<file path="src/febs_consts.vh">
// Constants for the flash erase-select and boot-entry block
`ifndef FEBS_CONSTS_VH
`define FEBS_CONSTS_VH

// ---------------------------------------------------------------
// Register addresses (lower 16 bits) and field positions
// ---------------------------------------------------------------
`define FEBS_ADDR_EBR_HI   16'hFF82
`define FEBS_ADDR_EBR_LO   16'hFF83
`define FEBS_ADDR_SERIAL_TIMER_CONTROL     16'hFFC3
`define FEBS_SERIAL_TIMER_CONTROL_WIN_BIT  3
`define FEBS_REG_RESET     8'h00
`define FEBS_HI_MASK       8'h03
`define FEBS_NORM_LO_MASK  8'h7F
`define FEBS_NORM_HI_MASK  8'h00

// ---------------------------------------------------------------
// Erase block start addresses (17-bit flash address)
// ---------------------------------------------------------------
`define FEBS_B1_START      17'h00400
`define FEBS_B2_START      17'h00800
`define FEBS_B3_START      17'h00C00
`define FEBS_B4_START      17'h01000
`define FEBS_B5_START      17'h08000
`define FEBS_B6_START      17'h0C000
`define FEBS_B7_START      17'h0E000
`define FEBS_B8_START      17'h10000
`define FEBS_B9_START      17'h18000

// ---------------------------------------------------------------
// Boot serial protocol
// ---------------------------------------------------------------
`define FEBS_WAIT_STATES   7'd100
`define FEBS_LOW_BITS      4'h9
`define FEBS_SYNC_BYTE     8'h00
`define FEBS_ACK_BYTE      8'h55
`define FEBS_PROG_BASE     16'hE080
`define FEBS_PROG_LEN      12'hF80
`define FEBS_STOP_IDX      4'h9
`define FEBS_TX_FRAME      4'hA

`endif

</file>
<file path="src/febs_buf2.v">
// Two-entry valid/ready buffer with head held in flip-flops
`timescale 1ns/100ps

module febs_buf2 #(
    parameter WIDTH = 24
) (
    input  wire             clk,
    input  wire             reset_n,
    input  wire             in_valid,
    output wire             in_ready,
    input  wire [WIDTH-1:0] in_data,
    output wire             out_valid,
    input  wire             out_ready,
    output wire [WIDTH-1:0] out_data
);

    // -----------------------------------------------------------
    // Storage: slot 0 is always the head
    // -----------------------------------------------------------
    reg [WIDTH-1:0] mem_q [0:1];  // Entries
    reg [1:0]       vld_q;        // Per-entry valid
    wire            pop;          // Head taken
    wire            push;         // New word accepted

    assign in_ready  = ~vld_q[1];
    assign out_valid = vld_q[0];
    assign out_data  = mem_q[0];
    assign pop       = vld_q[0] & out_ready;
    assign push      = in_valid & ~vld_q[1];

    // Shift on pop, fill first free slot on push
    always @(posedge clk) begin
        if (!reset_n) begin
            vld_q    <= 2'h0;
            mem_q[0] <= {WIDTH{1'b0}};
            mem_q[1] <= {WIDTH{1'b0}};
        end else begin
            case ({push, pop})
                2'b01: begin
                    // Drain one
                    mem_q[0] <= mem_q[1];
                    vld_q    <= {1'b0, vld_q[1]};
                end
                2'b10: begin
                    // Fill one
                    if (vld_q[0]) begin
                        mem_q[1] <= in_data;
                        vld_q[1] <= 1'b1;
                    end else begin
                        mem_q[0] <= in_data;
                        vld_q[0] <= 1'b1;
                    end
                end
                2'b11: begin
                    // Pass through while draining
                    if (vld_q[1]) begin
                        mem_q[0] <= mem_q[1];
                        mem_q[1] <= in_data;
                    end else begin
                        mem_q[0] <= in_data;
                    end
                end
                default: begin
                    // Hold
                    vld_q <= vld_q;
                end
            endcase
        end
    end

endmodule

</file>
<file path="src/febs_top.v">
// Flash erase-select registers, window select and boot-mode entry
`timescale 1ns/100ps
`include "febs_consts.vh"

module febs_top #(
    parameter BIT_W = 16
) (
    input  wire        clk,
    input  wire        reset_n,
    input  wire        standby_any,
    input  wire        hw_standby,
    input  wire        flash_enabled,
    input  wire        software_write_enable,
    input  wire        mode_pin_1,
    input  wire        mode_pin_0,
    input  wire        boot_strap_pin_2,
    input  wire        boot_strap_pin_1,
    input  wire        boot_strap_pin_0,
    input  wire [15:0] cpu_addr,
    input  wire        cpu_wr_en,
    input  wire        cpu_rd_en,
    input  wire [7:0]  cpu_wdata,
    output reg  [7:0]  cpu_rdata,
    output reg         periph_area_sel,
    input  wire [16:0] erase_addr,
    output reg  [9:0]  erase_block_sel,
    output reg         erase_addr_allowed,
    output reg  [7:0]  serial_timer_control,
    output reg         boot_mode,
    output reg         user_mode_advanced,
    output reg         user_mode_normal,
    output reg         strap_pins_free,
    input  wire        boot_serial_rx,
    output reg         boot_serial_tx,
    output reg         boot_overrun,
    output wire        ram_wr_valid,
    input  wire        ram_wr_ready,
    output wire [15:0] ram_wr_addr,
    output wire [7:0]  ram_wr_data,
    output reg         boot_branch,
    output reg  [BIT_W-1:0] bit_period
);

    // -----------------------------------------------------------
    // State codes of the boot sequencer
    // -----------------------------------------------------------
    localparam S_OFF  = 3'h0;  // Not in boot mode
    localparam S_WAIT = 3'h1;  // Settling after reset
    localparam S_IDLE = 3'h2;  // Wait for first low
    localparam S_MEAS = 3'h3;  // Timing the low period
    localparam S_SEND = 3'h4;  // Sending end-of-adjust byte
    localparam S_ACK  = 3'h5;  // Waiting for answer byte
    localparam S_LOAD = 3'h6;  // Receiving the program
    localparam S_RUN  = 3'h7;  // Program running

    // -----------------------------------------------------------
    // Registers and nets
    // -----------------------------------------------------------
    reg  [1:0]       hi_q;       // Blocks 9..8 select
    reg  [7:0]       lo_q;       // Blocks 7..0 select
    reg  [2:0]       st_q;       // Sequencer state
    reg  [6:0]       wait_q;     // Settle counter
    reg  [3:0]       pre_q;      // Divide-by-nine prescaler
    reg  [BIT_W-1:0] meas_q;     // Measured bit time
    reg              rx_busy_q;  // Receiver in a frame
    reg  [BIT_W-1:0] rx_cnt_q;   // Receiver bit timer
    reg  [3:0]       rx_idx_q;   // Receiver bit index
    reg  [7:0]       rx_sh_q;    // Receiver shift register
    reg              rx_vld_q;   // Byte received pulse
    reg              tx_busy_q;  // Transmitter in a frame
    reg  [BIT_W-1:0] tx_cnt_q;   // Transmitter bit timer
    reg  [3:0]       tx_idx_q;   // Bits left to send
    reg  [9:0]       tx_sh_q;    // Transmit frame shifter
    reg  [11:0]      ld_cnt_q;   // Program bytes stored
    reg  [3:0]       blk_idx;    // Block holding erase_addr
    wire [9:0]       sel_all = {hi_q, lo_q}; // Blocks 9..0 select
    wire             win;        // Flash window selected
    wire             normal;     // Normal CPU mode
    wire             ebr_hit;    // Shared flash address hit
    wire             wr_ok;      // Flash register write allowed
    wire             clr_sel;    // Force select registers clear
    wire [7:0]       lo_mask;    // Writable low bits
    wire [7:0]       hi_mask;    // Writable high bits
    wire             buf_ready;  // Buffer can take a byte
    wire             store;      // Program byte to buffer

    assign win     = serial_timer_control[`FEBS_SERIAL_TIMER_CONTROL_WIN_BIT];
    assign normal  = user_mode_normal;
    assign ebr_hit = (cpu_addr == `FEBS_ADDR_EBR_HI) |
                     (cpu_addr == `FEBS_ADDR_EBR_LO);
    assign wr_ok   = cpu_wr_en & win & flash_enabled;
    assign clr_sel = standby_any | ~software_write_enable;
    assign lo_mask = normal ? `FEBS_NORM_LO_MASK : 8'hFF;
    assign hi_mask = normal ? `FEBS_NORM_HI_MASK
                            : `FEBS_HI_MASK;
    assign store   = (st_q == S_LOAD) & rx_vld_q;

    // -----------------------------------------------------------
    // Mode pins: sampled while reset is held
    // -----------------------------------------------------------
    always @(posedge clk) begin
        if (!reset_n) begin
            boot_mode <= ~mode_pin_1 & ~mode_pin_0 &
                         boot_strap_pin_2 & boot_strap_pin_1 &
                         boot_strap_pin_0;
            user_mode_advanced <= mode_pin_1 & ~mode_pin_0;
            user_mode_normal   <= mode_pin_0;
        end
    end

    // -----------------------------------------------------------
    // Erase select registers
    // -----------------------------------------------------------
    always @(posedge clk) begin
        if (!reset_n || clr_sel) begin
            hi_q <= 2'h0;
            lo_q <= `FEBS_REG_RESET;
        end else if (wr_ok) begin
            // Window clear leaves contents untouched
            if (cpu_addr == `FEBS_ADDR_EBR_HI)
                hi_q <= cpu_wdata[1:0] & hi_mask[1:0];
            if (cpu_addr == `FEBS_ADDR_EBR_LO)
                lo_q <= cpu_wdata & lo_mask;
        end else begin
            // Mode change cannot leave locked bits set
            hi_q <= hi_q & hi_mask[1:0];
            lo_q <= lo_q & lo_mask;
        end
    end

    // -----------------------------------------------------------
    // Serial/timer control register
    // -----------------------------------------------------------
    always @(posedge clk) begin
        if (!reset_n || hw_standby) begin
            serial_timer_control <= `FEBS_REG_RESET;
        end else if (cpu_wr_en && cpu_addr == `FEBS_ADDR_SERIAL_TIMER_CONTROL) begin
            serial_timer_control <= cpu_wdata;
        end
    end

    // -----------------------------------------------------------
    // Read data and area routing
    // -----------------------------------------------------------
    always @(posedge clk) begin
        if (!reset_n) begin
            cpu_rdata       <= 8'h00;
            periph_area_sel <= 1'b0;
        end else begin
            periph_area_sel <= ebr_hit & ~win &
                               (cpu_rd_en | cpu_wr_en);
            if (!cpu_rd_en)
                cpu_rdata <= 8'h00;
            else if (cpu_addr == `FEBS_ADDR_SERIAL_TIMER_CONTROL)
                cpu_rdata <= serial_timer_control;
            else if (!ebr_hit || !win || !flash_enabled)
                cpu_rdata <= 8'h00;
            else if (cpu_addr == `FEBS_ADDR_EBR_HI)
                cpu_rdata <= {6'h00, hi_q};
            else
                cpu_rdata <= lo_q;
        end
    end

    // -----------------------------------------------------------
    // Block lookup for the address being erased
    // -----------------------------------------------------------
    always @* begin
        if (erase_addr >= `FEBS_B9_START)
            blk_idx = 4'h9;
        else if (erase_addr >= `FEBS_B8_START)
            blk_idx = 4'h8;
        else if (erase_addr >= `FEBS_B7_START)
            blk_idx = 4'h7;
        else if (erase_addr >= `FEBS_B6_START)
            blk_idx = 4'h6;
        else if (erase_addr >= `FEBS_B5_START)
            blk_idx = 4'h5;
        else if (erase_addr >= `FEBS_B4_START)
            blk_idx = 4'h4;
        else if (erase_addr >= `FEBS_B3_START)
            blk_idx = 4'h3;
        else if (erase_addr >= `FEBS_B2_START)
            blk_idx = 4'h2;
        else if (erase_addr >= `FEBS_B1_START)
            blk_idx = 4'h1;
        else
            blk_idx = 4'h0;
    end

    // Select and permission outputs, gated by flash enable
    always @(posedge clk) begin
        if (!reset_n) begin
            erase_block_sel    <= 10'h000;
            erase_addr_allowed <= 1'b0;
        end else begin
            erase_block_sel <= flash_enabled ? {hi_q, lo_q}
                                             : 10'h000;
            erase_addr_allowed <= flash_enabled &
                                  sel_all[blk_idx];
        end
    end

    // -----------------------------------------------------------
    // Boot sequencer: settle, measure, handshake, load
    // -----------------------------------------------------------
    always @(posedge clk) begin
        if (!reset_n) begin
            st_q            <= S_OFF;
            wait_q          <= 7'h00;
            pre_q           <= 4'h0;
            meas_q          <= {BIT_W{1'b0}};
            ld_cnt_q        <= 12'h000;
            boot_branch     <= 1'b0;
            strap_pins_free <= 1'b0;
        end else begin
            case (st_q)
                S_OFF: begin
                    // Leave idle unless strapped for boot
                    if (boot_mode) begin
                        st_q            <= S_WAIT;
                        strap_pins_free <= 1'b1;
                    end
                end
                S_WAIT: begin
                    // Settle time before low-period timing
                    wait_q <= wait_q + 7'h01;
                    if (wait_q == `FEBS_WAIT_STATES - 7'h01)
                        st_q <= S_IDLE;
                end
                S_IDLE: begin
                    // First low cycle counts, or the period comes short
                    pre_q  <= {3'h0, ~boot_serial_rx};
                    meas_q <= {BIT_W{1'b0}};
                    if (!boot_serial_rx)
                        st_q <= S_MEAS;
                end
                S_MEAS: begin
                    // Low period spans start plus eight zeros
                    if (boot_serial_rx) begin
                        if (meas_q == {BIT_W{1'b0}})
                            st_q <= S_IDLE;
                        else
                            st_q <= S_SEND;
                    end else if (pre_q == `FEBS_LOW_BITS - 4'h1) begin
                        pre_q <= 4'h0;
                        if (~&meas_q)
                            meas_q <= meas_q + 1'b1;
                    end else begin
                        pre_q <= pre_q + 4'h1;
                    end
                end
                S_SEND: begin
                    // Transmit launched below; wait until its stop bit starts
                    if (tx_busy_q && tx_idx_q == 4'h1 &&
                        tx_cnt_q == {BIT_W{1'b0}})
                        st_q <= S_ACK;
                end
                S_ACK: begin
                    // Stray sync bytes are dropped here
                    if (rx_vld_q && rx_sh_q == `FEBS_ACK_BYTE)
                        st_q <= S_LOAD;
                end
                S_LOAD: begin
                    // Count stored bytes up to the area size
                    if (store && buf_ready) begin
                        ld_cnt_q <= ld_cnt_q + 12'h001;
                        if (ld_cnt_q == `FEBS_PROG_LEN - 12'h001)
                            st_q <= S_RUN;
                    end
                end
                S_RUN: begin
                    // Branch once the last byte left the buffer
                    boot_branch <= ~ram_wr_valid;
                end
                default: begin
                    st_q <= S_OFF;
                end
            endcase
        end
    end

    // Measured period published for the serial unit
    always @(posedge clk) begin
        if (!reset_n)
            bit_period <= {BIT_W{1'b0}};
        else if (st_q == S_SEND)
            bit_period <= meas_q;
    end

    // -----------------------------------------------------------
    // Receiver: 8 data bits, one stop, no parity
    // -----------------------------------------------------------
    always @(posedge clk) begin
        if (!reset_n) begin
            rx_busy_q <= 1'b0;
            rx_cnt_q  <= {BIT_W{1'b0}};
            rx_idx_q  <= 4'h0;
            rx_sh_q   <= 8'h00;
            rx_vld_q  <= 1'b0;
        end else begin
            rx_vld_q <= 1'b0;
            if (!rx_busy_q) begin
                // Start edge: sample at mid-bit
                if (!boot_serial_rx && st_q >= S_ACK &&
                    st_q != S_RUN) begin
                    rx_busy_q <= 1'b1;
                    rx_cnt_q  <= {1'b0, bit_period[BIT_W-1:1]};
                    rx_idx_q  <= 4'h0;
                end
            end else if (rx_cnt_q != {BIT_W{1'b0}}) begin
                rx_cnt_q <= rx_cnt_q - 1'b1;
            end else begin
                rx_cnt_q <= bit_period - 1'b1;
                rx_idx_q <= rx_idx_q + 4'h1;
                if (rx_idx_q == 4'h0) begin
                    // False start is abandoned
                    if (boot_serial_rx)
                        rx_busy_q <= 1'b0;
                end else if (rx_idx_q == `FEBS_STOP_IDX) begin
                    rx_busy_q <= 1'b0;
                    rx_vld_q  <= boot_serial_rx;
                end else begin
                    rx_sh_q <= {boot_serial_rx, rx_sh_q[7:1]};
                end
            end
        end
    end

    // -----------------------------------------------------------
    // Transmitter: one end-of-adjust byte
    // -----------------------------------------------------------
    always @(posedge clk) begin
        if (!reset_n) begin
            tx_busy_q      <= 1'b0;
            tx_cnt_q       <= {BIT_W{1'b0}};
            tx_idx_q       <= 4'h0;
            tx_sh_q        <= 10'h3FF;
            boot_serial_tx <= 1'b1;
        end else if (!tx_busy_q) begin
            boot_serial_tx <= 1'b1;
            if (st_q == S_SEND && bit_period != {BIT_W{1'b0}}) begin
                // Frame: start, data LSB first, stop
                tx_busy_q <= 1'b1;
                tx_sh_q   <= {1'b1, `FEBS_SYNC_BYTE, 1'b0};
                tx_idx_q  <= `FEBS_TX_FRAME;
                tx_cnt_q  <= {BIT_W{1'b0}};
            end
        end else if (tx_cnt_q != {BIT_W{1'b0}}) begin
            tx_cnt_q <= tx_cnt_q - 1'b1;
        end else if (tx_idx_q == 4'h0) begin
            tx_busy_q      <= 1'b0;
            boot_serial_tx <= 1'b1;
        end else begin
            boot_serial_tx <= tx_sh_q[0];
            tx_sh_q        <= {1'b1, tx_sh_q[9:1]};
            tx_idx_q       <= tx_idx_q - 4'h1;
            tx_cnt_q       <= bit_period - 1'b1;
        end
    end

    // Byte arriving with the buffer full is flagged
    always @(posedge clk) begin
        if (!reset_n)
            boot_overrun <= 1'b0;
        else if (store && !buf_ready)
            boot_overrun <= 1'b1;
    end

    // -----------------------------------------------------------
    // Program bytes to RAM through the two-entry buffer
    // -----------------------------------------------------------
    febs_buf2 #(
        .WIDTH(24)
    ) u_buf (
        .clk      (clk),
        .reset_n  (reset_n),
        .in_valid (store),
        .in_ready (buf_ready),
        .in_data  ({`FEBS_PROG_BASE + {4'h0, ld_cnt_q},
                    rx_sh_q}),
        .out_valid(ram_wr_valid),
        .out_ready(ram_wr_ready),
        .out_data ({ram_wr_addr, ram_wr_data})
    );

endmodule

</file>
<file path="config.mk">
export PLATFORM = sky130hd
export DESIGN_NAME = febs_top
export DESIGN_NICKNAME = d
export VERILOG_FILES = /design/src/febs_buf2.v /design/src/febs_top.v
export VERILOG_INCLUDE_DIRS = /design/src /design/src/src
export SDC_FILE = /design/constraint.sdc
export NUM_CORES = 1
export LEC_CHECK = 0
export ABC_AREA = 1
export BUFFER_PORTS_ARGS = -buffer_cell sky130_fd_sc_hd__buf_2
export CAP_MARGIN = 10
export CORE_ASPECT_RATIO = 0.6
export CORE_MARGIN = 5
export CORE_UTILIZATION = 54
export CTS_BUF_LIST = sky130_fd_sc_hd__clkbuf_4 sky130_fd_sc_hd__clkbuf_8
export DETAILED_ROUTE_END_ITERATION = 10
export HOLD_SLACK_MARGIN = 0.12
export PLACE_DENSITY_LB_ADDON = 0.05
export SYNTH_ARGS = -nofsm -noshare
export SYNTH_HDL_FRONTEND = slang
export SYNTH_SLANG_ARGS = --single-unit
</file>
<file path="constraint.sdc">
create_clock -name clk -period 2.5 [get_ports clk]
set_input_delay 0.5 -clock clk [delete_from_list [all_inputs] [get_ports clk]]
set_output_delay 0.5 -clock clk [all_outputs]
set_load 0.02 [all_outputs]
</file>
## Yosys cells after proc, flatten, opt, wreduce, memory -nomap -nowiden

Memories as Yosys holds them, arrays and structs flattened.
Index checks and enable logic that the tools add are counted.

- Memory bits (writable): 48
- Memories kept: 1
- Flip-flop bits (word level): 166
- Output and inout bits: 76

Memory list:

| name | words | width | read ports | clocked after Yosys merged registers in | write ports | RTL line | text |
|---|---|---|---|---|---|---|---|
| u_buf.mem_q | 2 | 24 | 2 | 0 | 2 | febs_buf2.v:20 | `reg [WIDTH-1:0] mem_q [0:1];` |

- Bitwise gates (word level): 38
- Reductions and logical operators: 46
- Equality and inequality tests: 38
- Muxes and demuxes: 94
- Add/sub/neg operators: 10
- Magnitude comparators: 11

Operators by type and width:

| kind | number |
|---|---|
| $mux W16 | 10 |
| $mux W24 | 6 |
| $ge A17 B16 Y1 const B | 3 |
| $eq A16 B16 Y1 const B | 3 |
| $mux W8 | 6 |
| $reduce_bool A16 Y1 | 3 |
| $sub A16 B1 Y16 const B | 3 |
| $mux W4 | 11 |
| $mux W10 | 4 |
| $mux W3 | 13 |
| $ge A17 B12 Y1 const B | 2 |
| $ge A17 B17 Y1 const B | 2 |
| $mux W1 | 34 |
| $logic_not A16 Y1 | 2 |
| $pmux W16 S2 | 1 |
| $ne A2 B2 Y1 const B | 12 |
| $pmux W3 S7 | 1 |
| $reduce_and A2 Y1 | 9 |
| $ge A17 B11 Y1 const B | 1 |
| $ge A17 B13 Y1 const B | 1 |
| $add A16 B1 Y16 const B | 1 |
| $and A8 B8 Y8 | 2 |
| $reduce_and A16 Y1 | 1 |
| $add A14 B13 Y15 const A | 1 |
| 37 further kinds | 105 |

## Depth between registers and ports, before layout

- Depth after elaboration: 13
- Mapped depth: 14
- Gate-level depth less buffers: 14

## Cells and area by module

From an unflattened synthesis, not the netlist that was laid out.

- Cell total of the unflattened synthesis: 1498
- Area total of the unflattened synthesis: 10990.5 um^2

Modules (own cells, without submodules):

| module | area each (um^2) | times used | seq. area each (um^2) | cells each |
|---|---|---|---|---|
| febs_top | 8564.5 | 1 | 3293.2 | 1244 |
| febs_buf2 | 2426.1 | 1 | 1481.4 | 254 |

## Least setup slack after synthesis

Ideal clock, no wire load.

- Kind: register to register
- From: reg st_q[2]
- To: mem u_buf.mem_q[0][10], data pin
- Cell stages (with the launch flop): 12
- Path slack: 0.151 ns
- Clock period less this slack: 2.349 ns
- Required time: 2.346 ns
- Arrival: 2.196 ns
- Library setup time: 0.154 ns
- Path buffers: 1
- Path through: dfxtp_1 nand2_1 nor2_1 nand3_2 inv_1 ha_1 nand2_1 a21oi_1 a21boi_0 or3_1 clkbuf_1 o22ai_1

RTL lines:

| element | RTL line | text |
|---|---|---|
| start: declaration | febs_top.v:61 | `reg [2:0] st_q;` |
| start signal: assignment | febs_top.v:209 | `st_q <= S_OFF;` |
| start signal: assignment | febs_top.v:221 | `st_q <= S_WAIT;` |
| start signal: assignment | febs_top.v:229 | `st_q <= S_IDLE;` |
| end: declaration | febs_buf2.v:20 |  |

==> results.yml <==
clock_tree:
  cts_tree: "done"
  clkSlewWorstSetupHoldPaths_ps: 70
  cts_buffers: 31
  cts_root_buf: "clkbuf_8"
  clk_latency_ps: 560
  cts.sink_count: 209
  cts_hold_buf: 0
  postCtsResizedCells: 0
  cts_setup_buffers: 0
  clockBufferDepth: 3
  cts-htree-levels: 1
sta:
  worst_slew_pin_slew_ps: 602.6
  finalCriticalPeriod_ps: 2280
  hold_violations: 0
  slew_viol_final: 0
  clock.fmax_mhz: 438.6
  finalCritPeriodShare_pct: 91.19
  finalSetupTns_ps: 0
  worst_slack_ps: 220.2
  rsz0062_at_grt: "no"
  slew_headroom_pct: 59.52
  skew_ps: 17.76
  setup_viol: 0
worst_setup_path:
  cp_slowest_cell: "or3_1"
  endpoint_kind: "flop"
  path_class: "reg2reg"
  worstSetupStartpointType: "flop"
  path_common_cell: "nand2_1"
  worstPathArrival_ps: 2670
  cp_slowest_stage_delay_ps: 400
  critPathTopFamily: "simple AND/OR/NAND/NOR gates"
  crit_path_max_fanout: 21
  cp.required_ps: 2890
  cp.buffers_inverters: 2
  crit_path_cell_trace: "nand2_1 -> nor2_1 -> nand3_2 -> inv_1 -> ha_1 -> nand2_1 -> a21oi_1 -> a21boi_0 -> or3_1 -> buf_12 -> o22ai_1"
synth:
  ys_seq_area_share_pct: 46.22
  synth.top_cell.area_share_pct: 32.47
  synthTopCellsByArea: "dfxtp_1 (32%), edfxtp_1 (14%), inv_1 (7.7%), nor2_1 (6.1%), nand2_1 (6.0%)"
  synth_edf_count: 46
  ys_seq_elements: 209
  synth_top_area_cell: "dfxtp_1"
  ys_async_sr_fraction_pct: 0
  synth_area_um2: 10050
  synth_ff_type: "dfxtp_1"
  syn_inst: 1300
  avgSynthCellArea_um2: 7.730
  synthDistinctLibCells: 46
  ys_warn_count: 0
  syn_nets: 1377
drt:
  drc: 0
  dr.first_iter.drc_count: 819
  avgRoutedWirePerCell_um: 15.28
  wirelength_um: 26320
  postRouteAntennaNets: 0
  viasPerCell: 5.334
  vias: 9186
  drt_pre_antenna_iters: 5
power:
  power_density_nw_per_um2: 635.3
  power.leakage_nw: 5.102
  ir_drop_mv: 0.4813
  p_total_mw: 7.498
run:
  cap_violations: 0
place:
  pre_cts_ws_ps: 252.5
  gp_congestion: 0.9314
  portBuffers: 121
  hpwl_um: 19490
  placed_area_um2: 11120
grt:
  grt_overflow: 0
  track_usage_pct: 23.84
  antenna_found_initial: 0
  grt_pass1_wl_um: 41960
  grt_pass1_vias: 8226
  grt_max_degree: 31
floorplan:
  core_area_um2: 18160
  die_w_um: 186.1
  initial_core_util_pct: 55.33
  ioPinCount: 132
  dieArea_um2: 21530
  rows: 38
  die_h_um: 115.7
finish:
  antenna_cells: 0
  area_growth_pct: 17.46
  num-fill-cells: 1643
  finalInstanceArea_um2: 11800
  fin_nets: 1536
  drive_gt1_share_pct: 16.13
status:
  outcome: "finished clean"
worst_hold_path:
  hold_path_class: "in2reg"
## worst reg2reg max path, delay by kind of cell (launching register included)
kind | cells | cell delay [ps]
and+or+nand+nor | 5 | 840
adders and majority gates | 1 | 220
buffers and inverters | 2 | 300
DFF | 1 | 330
AOI/OAI and AO/OA | 3 | 430
## worst paths after layout
kind              startpoint                end  slack (ps)  depth (start not counted)
setup / recovery     st_q[2]  u_buf.mem_q[0][3]         220                         11
hold / removal    mode_pin_0   user_mode_normal         190                          1
setup reg to reg     st_q[2]  u_buf.mem_q[0][3]         220                         11
hold reg to reg    wait_q[6]          wait_q[6]         470                          2
## logic make-up after synthesis
kind of cell / after synthesis / synth area share (%)
buffers and inverters: 249 / 9.513
xor gates and xnor gates: 38 / 3.312
adders and majority gates: 21 / 2.615
AOI/OAI and AO/OA: 301 / 17.07
DFF: 209 / 46.22
and+or+nand+nor: 482 / 21.27
## flip-flops by register name (all words and copies together), names as in the netlist, 9 cells and up
register	count
bit_period	16
tx_sh_q	9
tx_cnt_q	16
meas_q	16
u_buf.mem_q	44
ld_cnt_q	12
rx_cnt_q	16
erase_block_sel	10
## per-layer routing
metal	vias up	wire length, um	GRT usage, %
li1	4685	-	-
met1	4136	13330	38.55
met2	333	10360	32.97
met3	32	2300	4.674
met4	0	321	4.318
met5	-	0	0
## metrics by stage
step	hold WS (ps)	utilization (%)	instances
after floorplan	435.2	-	1300
after global placement	449.3	61.22	1666
after detailed placement	459.1	61.22	1666
after CTS	164.4	64.98	1722
after global routing	158.9	64.98	1722
final	194.1	64.98	1722
## layout make-up
type | instances | area, um2 | area share (%)
tap | 240 | 300.3 | 2.544
multi-input combinational | 842 | 4448 | 37.69
clock inverter | 6 | 57.56 | 0.4876
inverter | 213 | 800.8 | 6.785
clock buffer | 50 | 625.6 | 5.301
timing repair buffer | 162 | 925.9 | 7.845
sequential | 209 | 4644 | 39.35
## Yosys cell counts (10+ instances only)
| cell type | number |
|---|---|
| o211ai_1 | 19 |
| a211oi_1 | 14 |
| a21oi_1 | 104 |
| nand3_1 | 78 |
| nor3_1 | 34 |
| clkbuf_1 | 28 |
| edfxtp_1 | 46 |
| o221ai_1 | 10 |
| ha_1 | 21 |
| o22ai_1 | 39 |
| xor2_1 | 34 |
| inv_1 | 207 |
| o21ai_0 | 97 |
| nand4_1 | 15 |
| nand2_1 | 161 |
| nor4_1 | 11 |
| dfxtp_1 | 163 |
| nor2_1 | 162 |
## power by group
part	internal, mW	switching (mW)	total [mW]	leakage [nW]
sequential	3.54	0.0589	3.60	1.78
clock	1.68	1.31	2.99	0.364
combinational	0.287	0.620	0.908	2.96
total	5.51	1.99	7.50	5.10
## cell usage in the layout, fill, tap and decap left out, types with 3 or more instances in the layout
cell type	count
xnor2_1	4
nor4_1	11
nand3_1	78
clkinv_2	5
buf_2	121
a31oi_1	5
a211oi_1	14
nor3b_1	3
o31ai_1	3
inv_2	4
inv_1	206
o21ai_0	97
a21oi_1	104
o22ai_1	39
edfxtp_1	46
nand2_1	161
buf_4	40
xor2_1	34
nor2_1	162
o211ai_1	19
nand4_1	15
clkbuf_4	10
dfxtp_1	163
nor2_4	4
o221ai_1	10
ha_1	21
nor3_1	34
clkbuf_8	40
a221oi_1	3
No activity file was read; power rests on OpenSTA's default activity.
